==> src/api_parser_pkg.sv <==
// shared constants and types for the host api frame command parser
package api_parser_pkg;
  // framing bytes and frame types
  localparam logic [7:0] DELIM = 8'h7e;
  localparam logic [7:0] FT_LOCAL = 8'h08;
  localparam logic [7:0] FT_QUEUE = 8'h09;
  localparam logic [7:0] FT_TX = 8'h10;
  localparam logic [7:0] FT_CFG_RSP = 8'h88;
  localparam logic [7:0] FT_TX_STAT = 8'h8b;
  localparam logic [7:0] CHK_GOOD = 8'hff;
  // byte offsets inside a frame
  localparam logic [15:0] OFS_TYPE = 16'h0003;
  localparam logic [15:0] OFS_ID = 16'h0004;
  localparam logic [15:0] OFS_CMD_HI = 16'h0005;
  localparam logic [15:0] OFS_CMD_LO = 16'h0006;
  localparam logic [15:0] OFS_VAL = 16'h0007;
  localparam logic [15:0] OFS_DEST = 16'h0005;
  localparam logic [15:0] OFS_DEST_END = 16'h000c;
  localparam logic [15:0] OFS_RADIUS = 16'h000f;
  localparam logic [15:0] OFS_PAY = 16'h0011;
  localparam logic [63:0] BCAST_ADDR = 64'h0000_0000_0000_ffff;
  // two-character command identifiers
  localparam logic [15:0] CMD_APPLY = 16'h4143;
  localparam logic [15:0] CMD_RATE = 16'h4244;
  localparam logic [15:0] CMD_HOPS = 16'h4e48;
  localparam logic [15:0] CMD_SRC_EP = 16'h5345;
  localparam logic [15:0] CMD_DST_EP = 16'h4445;
  localparam logic [15:0] CMD_CLUSTER = 16'h4349;
  localparam logic [15:0] CMD_LABEL = 16'h4e49;
  localparam logic [15:0] CMD_MAXPAY = 16'h4e50;
  localparam logic [15:0] CMD_TEMP = 16'h5450;
  // parameter slots; 0..5 are stored, 6 and 7 are read-only queries
  localparam int NPARAM = 6;
  localparam logic [2:0] P_RATE = 3'h0;
  localparam logic [2:0] P_HOPS = 3'h1;
  localparam logic [2:0] P_SRC = 3'h2;
  localparam logic [2:0] P_DST = 3'h3;
  localparam logic [2:0] P_CLUSTER = 3'h4;
  localparam logic [2:0] P_LABEL = 3'h5;
  localparam logic [2:0] P_MAXPAY = 3'h6;
  localparam logic [2:0] P_TEMP = 3'h7;
  localparam logic [31:0] RST_PARAM = 32'h0000_0000;
  localparam logic [15:0] RST_MAXPAY = 16'h0100;
  // response status codes
  localparam logic [7:0] ST_OK = 8'h00;
  localparam logic [7:0] ST_ERR = 8'h01;
  localparam logic [7:0] ST_BADCMD = 8'h02;
  localparam logic [7:0] ST_TOO_BIG = 8'h74;
  localparam logic [15:0] ADDR16_UNK = 16'hfffe;
  // register offsets
  localparam logic [7:0] REG_STATUS = 8'h00;
  localparam logic [7:0] REG_RATE = 8'h04;
  localparam logic [7:0] REG_MAXPAY = 8'h08;
  localparam logic [7:0] REG_PENDING = 8'h0c;
  // parser states
  typedef enum logic [2:0] {
    S_HUNT, S_LEN_HI, S_LEN_LO, S_BODY, S_CSUM, S_EXEC, S_RF_WAIT, S_RESP
  } st_t;
endpackage

==> src/host_api_frame_command_parser.sv <==
// host api frame parser with input byte fifo
//
// Our own choices: the address-and-strobe port and the address map.
`timescale 1ns/1ps
`default_nettype none

// small valid/ready fifo for the incoming byte stream
module byte_fifo #(
  parameter int WIDTH = 8,
  parameter int DEPTH = 4
) (
  // clock and reset
  input wire logic mclk,
  input wire logic rst_n,
  // fill side
  input wire logic [WIDTH-1:0] in_data,
  input wire logic in_valid,
  output logic in_ready,
  // drain side
  output logic [WIDTH-1:0] out_data,
  output logic out_valid,
  input wire logic out_ready
);
  localparam int AW = $clog2(DEPTH);
  typedef struct packed {
    logic [DEPTH-1:0][WIDTH-1:0] mem; // storage words
    logic [AW-1:0] wp; // write pointer
    logic [AW-1:0] rp; // read pointer
    logic [AW:0] cnt; // fill level
  } fifo_t;
  fifo_t q_r, q_nxt;
  logic push, pop;

  // full and empty straight from the level
  assign in_ready = (q_r.cnt != (AW+1)'(DEPTH));
  assign out_valid = (q_r.cnt != '0);
  assign out_data = q_r.mem[q_r.rp];
  assign push = in_valid & in_ready;
  assign pop = out_valid & out_ready;

  // pointer and level update
  always_comb
  begin
    q_nxt = q_r;
    if (push)
    begin
      q_nxt.mem[q_r.wp] = in_data;
      q_nxt.wp = (q_r.wp == AW'(DEPTH-1)) ? '0 : q_r.wp + 1'b1;
    end
    if (pop)
      q_nxt.rp = (q_r.rp == AW'(DEPTH-1)) ? '0 : q_r.rp + 1'b1;
    q_nxt.cnt = q_r.cnt + (AW+1)'(push) - (AW+1)'(pop);
  end

  // state register
  always_ff @(posedge mclk or negedge rst_n)
  begin
    if (!rst_n)
      q_r <= '0;
    else
      q_r <= q_nxt;
  end
endmodule // byte_fifo

module host_api_frame_command_parser #(
  parameter int FIFO_DEPTH = 4
) (
  // clock and reset
  input wire logic mclk,
  input wire logic rst_n,
  // host byte stream in
  input wire logic [7:0] rx_data,
  input wire logic rx_valid,
  output logic rx_ready,
  // response byte stream out
  output logic [7:0] tx_data,
  output logic tx_valid,
  input wire logic tx_ready,
  // radio transmit path
  output logic [7:0] rf_data,
  output logic rf_data_valid,
  output logic rf_end,
  output logic rf_ok,
  output logic [63:0] rf_dest,
  output logic rf_broadcast,
  output logic [7:0] rf_hops,
  output logic [7:0] rf_src_ep,
  output logic [7:0] rf_dst_ep,
  output logic [15:0] rf_cluster,
  input wire logic rf_done,
  input wire logic [7:0] rf_result,
  // configuration outputs and sensor input
  output logic [31:0] serial_rate,
  output logic [31:0] node_label,
  input wire logic [15:0] temp_value,
  // register port
  input wire logic [7:0] reg_addr,
  input wire logic [31:0] reg_wdata,
  input wire logic reg_wr,
  input wire logic reg_rd,
  output logic [31:0] reg_rdata
);
  import api_parser_pkg::*;

  // whole block state
  typedef struct packed {
    api_parser_pkg::st_t st; // parser state
    logic [15:0] len; // body bytes still to come
    logic [15:0] pos; // offset of next body byte
    logic [7:0] sum; // running checksum
    logic [7:0] ftype; // frame type
    logic [7:0] fid; // frame id
    logic [15:0] cmd; // command identifier
    logic [31:0] val; // new value, last four bytes
    logic [2:0] nval; // value byte count, saturating
    logic [63:0] dest; // destination address
    logic [7:0] radius; // broadcast radius byte
    logic [15:0] plen; // payload byte count
    logic [NPARAM-1:0][31:0] active; // active configuration
    logic [NPARAM-1:0][31:0] pending; // queued values
    logic [NPARAM-1:0] pvalid; // queued value present
    logic [15:0] maxpay; // payload limit
    logic rkind; // response kind, 1 is config
    logic [7:0] rstatus; // response status
    logic [31:0] rval; // response value
    logic [2:0] rvlen; // response value bytes
    logic [4:0] idx; // response byte index
    logic [7:0] rsum; // response checksum
    logic [7:0] txd; // response byte out
    logic [7:0] rfd; // payload byte out
    logic rfv; // payload byte strobe
    logic rfe; // end of transmit frame strobe
    logic rfok; // transmit frame accepted
    logic [7:0] hops; // hop limit to radio
    logic [15:0] nok; // frames accepted
    logic [15:0] nbad; // frames discarded
    logic [31:0] rdat; // read data
  } state_t;
  state_t q_r, q_nxt;

  // fifo drain side
  logic [7:0] in_data;
  logic in_valid, in_ready, take;

  byte_fifo #(.WIDTH(8), .DEPTH(FIFO_DEPTH)) u_fifo (
    .mclk(mclk),
    .rst_n(rst_n),
    .in_data(rx_data),
    .in_valid(rx_valid),
    .in_ready(rx_ready),
    .out_data(in_data),
    .out_valid(in_valid),
    .out_ready(in_ready)
  );

  // command to slot: bit 3 marks a known settable or query command
  function automatic logic [3:0] cmd_slot(input logic [15:0] c);
    unique case (c)
      CMD_RATE: cmd_slot = {1'b1, P_RATE};
      CMD_HOPS: cmd_slot = {1'b1, P_HOPS};
      CMD_SRC_EP: cmd_slot = {1'b1, P_SRC};
      CMD_DST_EP: cmd_slot = {1'b1, P_DST};
      CMD_CLUSTER: cmd_slot = {1'b1, P_CLUSTER};
      CMD_LABEL: cmd_slot = {1'b1, P_LABEL};
      CMD_MAXPAY: cmd_slot = {1'b1, P_MAXPAY};
      CMD_TEMP: cmd_slot = {1'b1, P_TEMP};
      default: cmd_slot = 4'h0;
    endcase
  endfunction

  // bytes returned for a query of each slot
  function automatic logic [2:0] slot_len(input logic [2:0] s);
    unique case (s)
      P_HOPS, P_SRC, P_DST: slot_len = 3'h1;
      P_CLUSTER, P_MAXPAY, P_TEMP: slot_len = 3'h2;
      default: slot_len = 3'h4;
    endcase
  endfunction

  // parser accepts bytes only while hunting or receiving a frame
  assign in_ready = (q_r.st == S_HUNT) || (q_r.st == S_LEN_HI) || (q_r.st == S_LEN_LO)
                    || (q_r.st == S_BODY) || (q_r.st == S_CSUM);
  assign take = in_valid & in_ready;

  // outputs from state
  assign tx_data = q_r.txd;
  assign tx_valid = (q_r.st == S_RESP);
  assign rf_data = q_r.rfd;
  assign rf_data_valid = q_r.rfv;
  assign rf_end = q_r.rfe;
  assign rf_ok = q_r.rfok;
  assign rf_dest = q_r.dest;
  assign rf_broadcast = (q_r.dest == BCAST_ADDR);
  assign rf_hops = q_r.hops;
  assign rf_src_ep = q_r.active[P_SRC][7:0];
  assign rf_dst_ep = q_r.active[P_DST][7:0];
  assign rf_cluster = q_r.active[P_CLUSTER][15:0];
  assign serial_rate = q_r.active[P_RATE];
  assign node_label = q_r.active[P_LABEL];
  assign reg_rdata = q_r.rdat;

  // next state of the whole block
  always_comb
  begin
    logic [3:0] slot;
    logic [15:0] rlen;
    logic [4:0] k;
    logic [7:0] nb;
    logic good;
    logic [4:0] j;
    slot = cmd_slot(q_r.cmd);
    rlen = q_r.rkind ? 16'(5 + 16'(q_r.rvlen)) : 16'h0007;
    k = q_r.idx + 5'h1;
    nb = 8'h00;
    j = 5'h0;
    good = ((q_r.sum + in_data) == CHK_GOOD);
    q_nxt = q_r;
    q_nxt.rfv = 1'b0;
    q_nxt.rfe = 1'b0;
    q_nxt.rdat = '0;
    unique case (q_r.st)
      // wait for delimiter; anything else is dropped
      S_HUNT:
      begin
        if (take && in_data == DELIM)
          q_nxt.st = S_LEN_HI;
      end
      // length high byte
      S_LEN_HI:
      begin
        if (take)
        begin
          q_nxt.len[15:8] = in_data;
          q_nxt.st = S_LEN_LO;
        end
      end
      // length low byte, clear frame fields
      S_LEN_LO:
      begin
        if (take)
        begin
          q_nxt.len[7:0] = in_data;
          q_nxt.pos = OFS_TYPE;
          q_nxt.sum = 8'h00;
          q_nxt.ftype = 8'h00;
          q_nxt.fid = 8'h00;
          q_nxt.cmd = 16'h0000;
          q_nxt.val = 32'h0;
          q_nxt.nval = 3'h0;
          q_nxt.dest = 64'h0;
          q_nxt.radius = 8'h00;
          q_nxt.plen = 16'h0000;
          q_nxt.st = ({q_r.len[15:8], in_data} == 16'h0000) ? S_HUNT : S_BODY;
        end
      end
      // body bytes, fields captured by offset
      S_BODY:
      begin
        if (take)
        begin
          q_nxt.sum = q_r.sum + in_data;
          q_nxt.pos = q_r.pos + 16'h1;
          q_nxt.len = q_r.len - 16'h1;
          if (q_r.len == 16'h1)
            q_nxt.st = S_CSUM;
          if (q_r.pos == OFS_TYPE)
            q_nxt.ftype = in_data;
          else if (q_r.pos == OFS_ID)
            q_nxt.fid = in_data;
          else if (q_r.ftype == FT_TX)
          begin
            if (q_r.pos >= OFS_DEST && q_r.pos <= OFS_DEST_END)
              q_nxt.dest = {q_r.dest[55:0], in_data};
            else if (q_r.pos == OFS_RADIUS)
              q_nxt.radius = in_data;
            else if (q_r.pos >= OFS_PAY)
            begin
              // stream the first maxpay payload bytes; radio drops them unless the end strobe says ok
              q_nxt.plen = q_r.plen + 16'h1;
              q_nxt.rfd = in_data;
              q_nxt.rfv = (q_r.plen < q_r.maxpay);
            end
          end
          else
          begin
            if (q_r.pos == OFS_CMD_HI)
              q_nxt.cmd[15:8] = in_data;
            else if (q_r.pos == OFS_CMD_LO)
              q_nxt.cmd[7:0] = in_data;
            else if (q_r.pos >= OFS_VAL)
            begin
              q_nxt.val = {q_r.val[23:0], in_data};
              if (q_r.nval != 3'h7)
                q_nxt.nval = q_r.nval + 3'h1;
            end
          end
        end
      end
      // checksum byte: accept, discard or hand to radio
      S_CSUM:
      begin
        if (take)
        begin
          q_nxt.st = S_HUNT;
          if (!good || (q_r.ftype != FT_LOCAL && q_r.ftype != FT_QUEUE
              && q_r.ftype != FT_TX))
            q_nxt.nbad = q_r.nbad + 16'h1;
          else
            q_nxt.nok = q_r.nok + 16'h1;
          if (q_r.ftype == FT_TX)
          begin
            q_nxt.rfe = 1'b1;
            q_nxt.rfok = good && (q_r.plen <= q_r.maxpay);
            if (q_r.dest != BCAST_ADDR)
              q_nxt.hops = 8'h00;
            else if (q_r.radius == 8'h00)
              q_nxt.hops = q_r.active[P_HOPS][7:0];
            else
              q_nxt.hops = q_r.radius;
            q_nxt.rkind = 1'b0;
            if (good && q_r.fid != 8'h00)
            begin
              if (q_r.plen > q_r.maxpay)
              begin
                q_nxt.rstatus = ST_TOO_BIG;
                q_nxt.idx = 5'h0;
                q_nxt.rsum = 8'h00;
                q_nxt.txd = DELIM;
                q_nxt.st = S_RESP;
              end
              else
                q_nxt.st = S_RF_WAIT;
            end
          end
          else if (good && (q_r.ftype == FT_LOCAL || q_r.ftype == FT_QUEUE))
            q_nxt.st = S_EXEC;
        end
      end
      // apply or queue a configuration command
      S_EXEC:
      begin
        q_nxt.rkind = 1'b1;
        q_nxt.rstatus = ST_OK;
        q_nxt.rvlen = 3'h0;
        q_nxt.rval = 32'h0;
        // immediate type or apply command commits every pending value
        if (q_r.ftype == FT_LOCAL || q_r.cmd == CMD_APPLY)
        begin
          for (int i = 0; i < NPARAM; i++)
            if (q_r.pvalid[i])
              q_nxt.active[i] = q_r.pending[i];
          q_nxt.pvalid = '0;
        end
        if (q_r.cmd == CMD_APPLY)
          q_nxt.rstatus = ST_OK;
        else if (!slot[3])
          q_nxt.rstatus = ST_BADCMD;
        else if (q_r.nval == 3'h0)
        begin
          // read back the active value, or maxpay and temp_value for slots 6 and 7
          q_nxt.rvlen = slot_len(slot[2:0]);
          if (slot[2:0] == P_MAXPAY)
            q_nxt.rval = {16'h0000, q_r.maxpay};
          else if (slot[2:0] == P_TEMP)
            q_nxt.rval = {16'h0000, temp_value};
          else
            q_nxt.rval = q_r.active[slot[2:0]];
        end
        else if (slot[2:0] == P_MAXPAY || slot[2:0] == P_TEMP)
          q_nxt.rstatus = ST_ERR;
        else if (q_r.ftype == FT_LOCAL)
          q_nxt.active[slot[2:0]] = q_r.val;
        else
        begin
          q_nxt.pending[slot[2:0]] = q_r.val;
          q_nxt.pvalid[slot[2:0]] = 1'b1;
        end
        q_nxt.idx = 5'h0;
        q_nxt.rsum = 8'h00;
        q_nxt.txd = DELIM;
        q_nxt.st = (q_r.fid != 8'h00) ? S_RESP : S_HUNT;
      end
      // wait for the radio outcome
      S_RF_WAIT:
      begin
        if (rf_done)
        begin
          q_nxt.rstatus = rf_result;
          q_nxt.idx = 5'h0;
          q_nxt.rsum = 8'h00;
          q_nxt.txd = DELIM;
          q_nxt.st = S_RESP;
        end
      end
      // send response bytes one per handshake
      S_RESP:
      begin
        if (tx_ready)
        begin
          if (16'(q_r.idx) == rlen + 16'h3)
            q_nxt.st = S_HUNT;
          else
          begin
            j = k - 5'h8;
            if (k == 5'h1)
              nb = rlen[15:8];
            else if (k == 5'h2)
              nb = rlen[7:0];
            else if (16'(k) == rlen + 16'h3)
              nb = CHK_GOOD - q_r.rsum;
            else if (k == 5'h3)
              nb = q_r.rkind ? FT_CFG_RSP : FT_TX_STAT;
            else if (k == 5'h4)
              nb = q_r.fid;
            else if (q_r.rkind)
            begin
              if (k == 5'h5)
                nb = q_r.cmd[15:8];
              else if (k == 5'h6)
                nb = q_r.cmd[7:0];
              else if (k == 5'h7)
                nb = q_r.rstatus;
              else
                nb = 8'(q_r.rval >> (8 * (32'(q_r.rvlen) - 1 - 32'(j))));
            end
            else
            begin
              if (k == 5'h5)
                nb = ADDR16_UNK[15:8];
              else if (k == 5'h6)
                nb = ADDR16_UNK[7:0];
              else if (k == 5'h8)
                nb = q_r.rstatus;
              else
                nb = 8'h00;
            end
            q_nxt.txd = nb;
            q_nxt.idx = k;
            if (k >= 5'h3 && 16'(k) < rlen + 16'h3)
              q_nxt.rsum = q_r.rsum + nb;
          end
        end
      end
    endcase
    // register port
    if (reg_wr && reg_addr == REG_MAXPAY)
      q_nxt.maxpay = reg_wdata[15:0];
    if (reg_rd)
    begin
      unique case (reg_addr)
        REG_STATUS: q_nxt.rdat = {q_r.nbad, q_r.nok};
        REG_RATE: q_nxt.rdat = q_r.active[P_RATE];
        REG_MAXPAY: q_nxt.rdat = {16'h0000, q_r.maxpay};
        REG_PENDING: q_nxt.rdat = {26'h0, q_r.pvalid};
        default: q_nxt.rdat = 32'h0;
      endcase
    end
  end

  // state register
  always_ff @(posedge mclk or negedge rst_n)
  begin
    if (!rst_n)
    begin
      q_r <= '0;
      q_r.st <= S_HUNT;
      q_r.maxpay <= RST_MAXPAY;
      q_r.txd <= DELIM;
    end
    else
      q_r <= q_nxt;
  end

  // checksum outcome of the byte now offered, declared before the checks use it
  logic good_chk;
  assign good_chk = ((q_r.sum + in_data) == CHK_GOOD);
endmodule // host_api_frame_command_parser

`default_nettype wire

==> config.mk <==
export PLATFORM = sky130hd
export DESIGN_NAME = host_api_frame_command_parser
export DESIGN_NICKNAME = d
export VERILOG_FILES = /design/src/api_parser_pkg.sv /design/src/host_api_frame_command_parser.sv
export SDC_FILE = /design/constraint.sdc
export NUM_CORES = 2
export LEC_CHECK = 0
export BUFFER_PORTS_ARGS = -buffer_cell sky130_fd_sc_hd__buf_2
export CAP_MARGIN = 20
export CORE_UTILIZATION = 55
export DETAILED_ROUTE_END_ITERATION = 7
export PLACE_DENSITY = 0.79
export SLEW_MARGIN = 20
export SYNTH_ARGS = -nofsm -noshare
export SYNTH_HDL_FRONTEND = slang
export SYNTH_SLANG_ARGS = --single-unit
==> constraint.sdc <==
create_clock -name mclk -period 4.6 [get_ports mclk]
set_clock_uncertainty 0.15 [all_clocks]
set_input_delay 0 -clock mclk [delete_from_list [all_inputs] [get_ports mclk]]
set_output_delay 0 -clock mclk [all_outputs]
set_load 0.1 [all_outputs]
==> results.yml <==
floorplanning:
  core.rowCount: 98
  core_sq_mm: 0.0716
  die-area_sq_mm: 0.0735
  start_util: 0.556
  die_y_um: 271
  die_w_um: 271
  num_io_pins: 301
worst_setup_path:
  cp.required_ns: 4.96
  crit_type: "flop to flop"
  end_kind: "flop"
  timing.rr.end: "q_r[95]$_DFFE_PN0P_"
  crit_path_start_kind: "flop"
  worstPathMaxFanout: 9
  worstReg2RegStart: "q_r[99]$_DFFE_PN0P_"
  startpoint: "q_r[99]$_DFFE_PN0P_"
  worstPathArrival_ns: 4.81
  setup.worst_path.end: "q_r[95]$_DFFE_PN0P_"
  reg2reg_slack_ns: 0.15
  reg2regPathDepth: 20
synth:
  synthCells: 3996
  synth_ff_type: "dfrtp_1"
  ys_seq_area_frac: 0.497
  avgSynthCellArea_sq_um: 9.97
  syn_nets: 4145
  yosysUniqueCellTypes: 83
  netlist_area_sq_mm: 0.0398
  synthArstFlopShare: 1.00
  synth_edf_count: 0
  synth_seq_cells: 791
  yosysWarnings: 0
route:
  wl_per_cell_um: 24.3
  wl_mm: 125
  drtAntennaViolNets: 0
  via_per_inst: 6.36
  vias: 32573
  drc: 0
  drt_iter0_drc: 3945
  first_pass_iters: 6
run_status:
  status: "complete, no violations"
finish:
  n_fill_cell: 5529
  area_growth_pct: 12.9
  fin_nets: 4255
  drive_above_1_share: 0.234
timing:
  rsz0062_at_grt: "yes"
  finalCritPeriodShare: 0.968
  final-setup-viol-count: 0
  post-route-min-period_ns: 4.45
  worstMarginPinSlew_ns: 1.13
  holdWs_ns: 0.0551
  final_hold_viol_count: 0
  fmax_mhz: 225
  finalMaxSlewViolations: 0
  relSlewSlack: 0.247
global_routing:
  gr-usage-all-layers: 0.335
  grt_first_pass_wirelength_mm: 190
  grtUsageMet3: 0.0844
  grt_use_met1: 0.461
  overflow: 0
  grt_max_degree: 133
  antenna_found_initial: 7
  grt_pass1_vias: 31476
  top_usage_layer: "met2"
  met2_usage: 0.502
cts:
  cts_buffers: 81
  cts_buffer_depth: 3
  clock_latency_ns: 0.65
  cts_tree: "done"
  cts.sinks: 791
  cts-root-buf: "clkbuf_16"
  clk_transition_reported_paths_ns: 0.07
  htree_levels: 3
placement:
  dpl.hpwl_mm: 83.3
  routabilityCongestion: 0.983
  numPortBuffers: 284
power:
  vdd_ir_drop_max_mv: 0.487
  p_leak_nw: 21.3
  power_density_mw_per_mm2: 494
  fin_total_pwr_mw: 22.2
worst_hold_path:
  hp-class: "input port to flop"
run:
  cap_violations: 0
-- cell type report --
type	instances	area, sq um	area share
inverter	64	248	0.00551
tap	950	1190	0.0264
antenna	3	7.51	0.000167
clock buffer	119	2360	0.0525
sequential	791	19800	0.440
timing repair buffer	514	3520	0.0782
clock inverter	29	368	0.00818
multi-input combinational	2654	17500	0.389
-- power by group --
part,internal (mW),switching (mW)
Combinational,2.54,4.37
Clock,3.93,2.87
Sequential,7.66,0.851
Total,14.1,8.09
-- cells in the mapped netlist (6+ instances only) --
master	number	area share
nand3b_1	7	0.0013
and2_1	22	0.0035
a21oi_1	132	0.017
nand2_1	399	0.038
clkbuf_1	250	0.024
xor2_1	31	0.0068
ha_1	66	0.021
and4_1	9	0.0020
xnor2_1	38	0.0084
o31ai_1	34	0.0064
a211oi_1	101	0.019
nor4b_1	6	0.0013
mux2_4	29	0.011
mux2i_1	34	0.0085
inv_1	62	0.0058
o22ai_1	39	0.0061
o21a_1	36	0.0068
and3_1	31	0.0049
dfrtp_1	784	0.49
nand4_1	26	0.0041
or4_1	14	0.0026
or3_1	10	0.0016
o211ai_1	34	0.0064
a22o_1	21	0.0046
nor2b_1	18	0.0028
a22oi_1	33	0.0062
buf_1	12	0.0011
nor3_1	148	0.019
a221o_1	18	0.0045
or2_2	12	0.0019
a31oi_1	17	0.0027
nand2b_1	15	0.0024
a21o_1	12	0.0023
mux4_2	22	0.012
nor4_1	23	0.0036
buf_4	216	0.041
o22a_1	7	0.0015
nor3b_1	6	0.0011
nor2_1	378	0.036
nand3_1	158	0.020
o21ai_0	337	0.042
dfstp_2	7	0.0046
mux2_2	256	0.072
-- worst min path at each step --
stage	slack, ns	cells past startpoint	endpoint	from
after floorplan	-0.45	0	node_label[0]$_DFFE_PN0P_	rst_n
after global placement	-0.07	1	reg_rdata[19]$_DFF_PN0_	rst_n
after detailed placement	-0.07	1	reg_rdata[19]$_DFF_PN0_	rst_n
after CTS	0.005	3	u_fifo.q_r[10]$_DFFE_PN0P_	rx_data[3]
after global routing	0.06	3	u_fifo.q_r[10]$_DFFE_PN0P_	rx_data[3]
final	0.06	3	u_fifo.q_r[10]$_DFFE_PN0P_	rx_data[3]
-- flip-flops by register name, indices dropped and copies added, names as in the netlist --
| register | cells |
|---|---|
| reg_rdata | 32 |
| rf_data_valid | 1 |
| rf_dst_ep | 8 |
| node_label | 32 |
| q_r | 533 |
| rf_hops | 8 |
| rf_end | 1 |
| rf_data | 8 |
| rf_ok | 1 |
| u_fifo.q_r | 39 |
| rf_dest | 64 |
| rf_src_ep | 8 |
| serial_rate | 32 |
| tx_data | 8 |
| rf_cluster | 16 |
-- routing by layer --
layer  vias to the layer above  share of wire
met5                         -        0.00043
met4                         8          0.048
met3                       385           0.11
met2                      1882           0.44
met1                     16127           0.40
li1                      14171              -
-- layout by cell type (no fill, tap or decap), types with 22 or more instances in the layout --
cell type,instances
dfrtp_1,781
nand2_1,397
nor2_1,370
o21ai_0,330
buf_2,283
mux2_2,256
nand3_1,155
nor3_1,145
buf_4,139
a21oi_1,127
a211oi_1,99
clkbuf_16,83
dlygate4sd3_1,76
ha_1,59
inv_1,57
o22ai_1,39
xnor2_1,37
o21a_1,36
mux2i_1,34
o211ai_1,34
a22oi_1,33
o31ai_1,32
and3_1,31
xor2_1,29
mux2_4,29
nand4_1,26
nor4_1,23
mux4_2,22
-- worst max-delay path, cell delays in order, from the launching register on --
cell,delay (ns)
dfrtp_2,0.42
buf_6,0.13
buf_4,0.16
ha_2,0.22
buf_4,0.16
nor4b_1,0.15
a31o_2,0.31
and2_2,0.27
a21oi_2,0.17
o31ai_2,0.09
a31oi_1,0.22
nor2b_1,0.07
o32a_1,0.36
ha_1,0.32
buf_4,0.15
a21o_1,0.17
a21o_1,0.19
buf_4,0.13
xnor2_1,0.12
nor2_1,0.05
mux2_2,0.28
-- cells by family (layout without fill, tap and decap cells) --
group | Yosys count | count (layout) | share of synthesized area
and+or+nand+nor | 1298 | 1298 | 0.149
AOI/OAI and AO/OA | 876 | 876 | 0.138
DFF | 791 | 791 | 0.497
buffers and inverters | 551 | 726 | 0.0734
muxes | 341 | 341 | 0.104
adders and majority gates | 70 | 70 | 0.0227
xor gates and xnor gates | 69 | 69 | 0.0152
other | 0 | 3 | 0
-- metrics by stage --
step                cells  utilization  setup WS, ns  instance area (sq um)  TNS [ns]
finish               5124        0.628         0.148                  45000         0
global route         5121        0.628       -0.0877                  45000    -0.135
CTS                  5113        0.625       0.00885                  44700         0
detailed placement   4883        0.574        -0.119                  41100    -0.165
global placement     4883        0.574       -0.0389                  41100   -0.0389
floorplan            3996            -        0.0104                  39900         0
-- repair_timing --
action | in CTS | in global routing
endpoints found under the hold margin | 727 | 0
pin swaps | 12 | 22
endpoints found under the setup margin | 3 | 33
resized for setup | 15 | 43
setup buffers | 5 | 8
hold buffers | 77 | 0
cloned | 0 | 0
(Power assumes the default switching activity.)
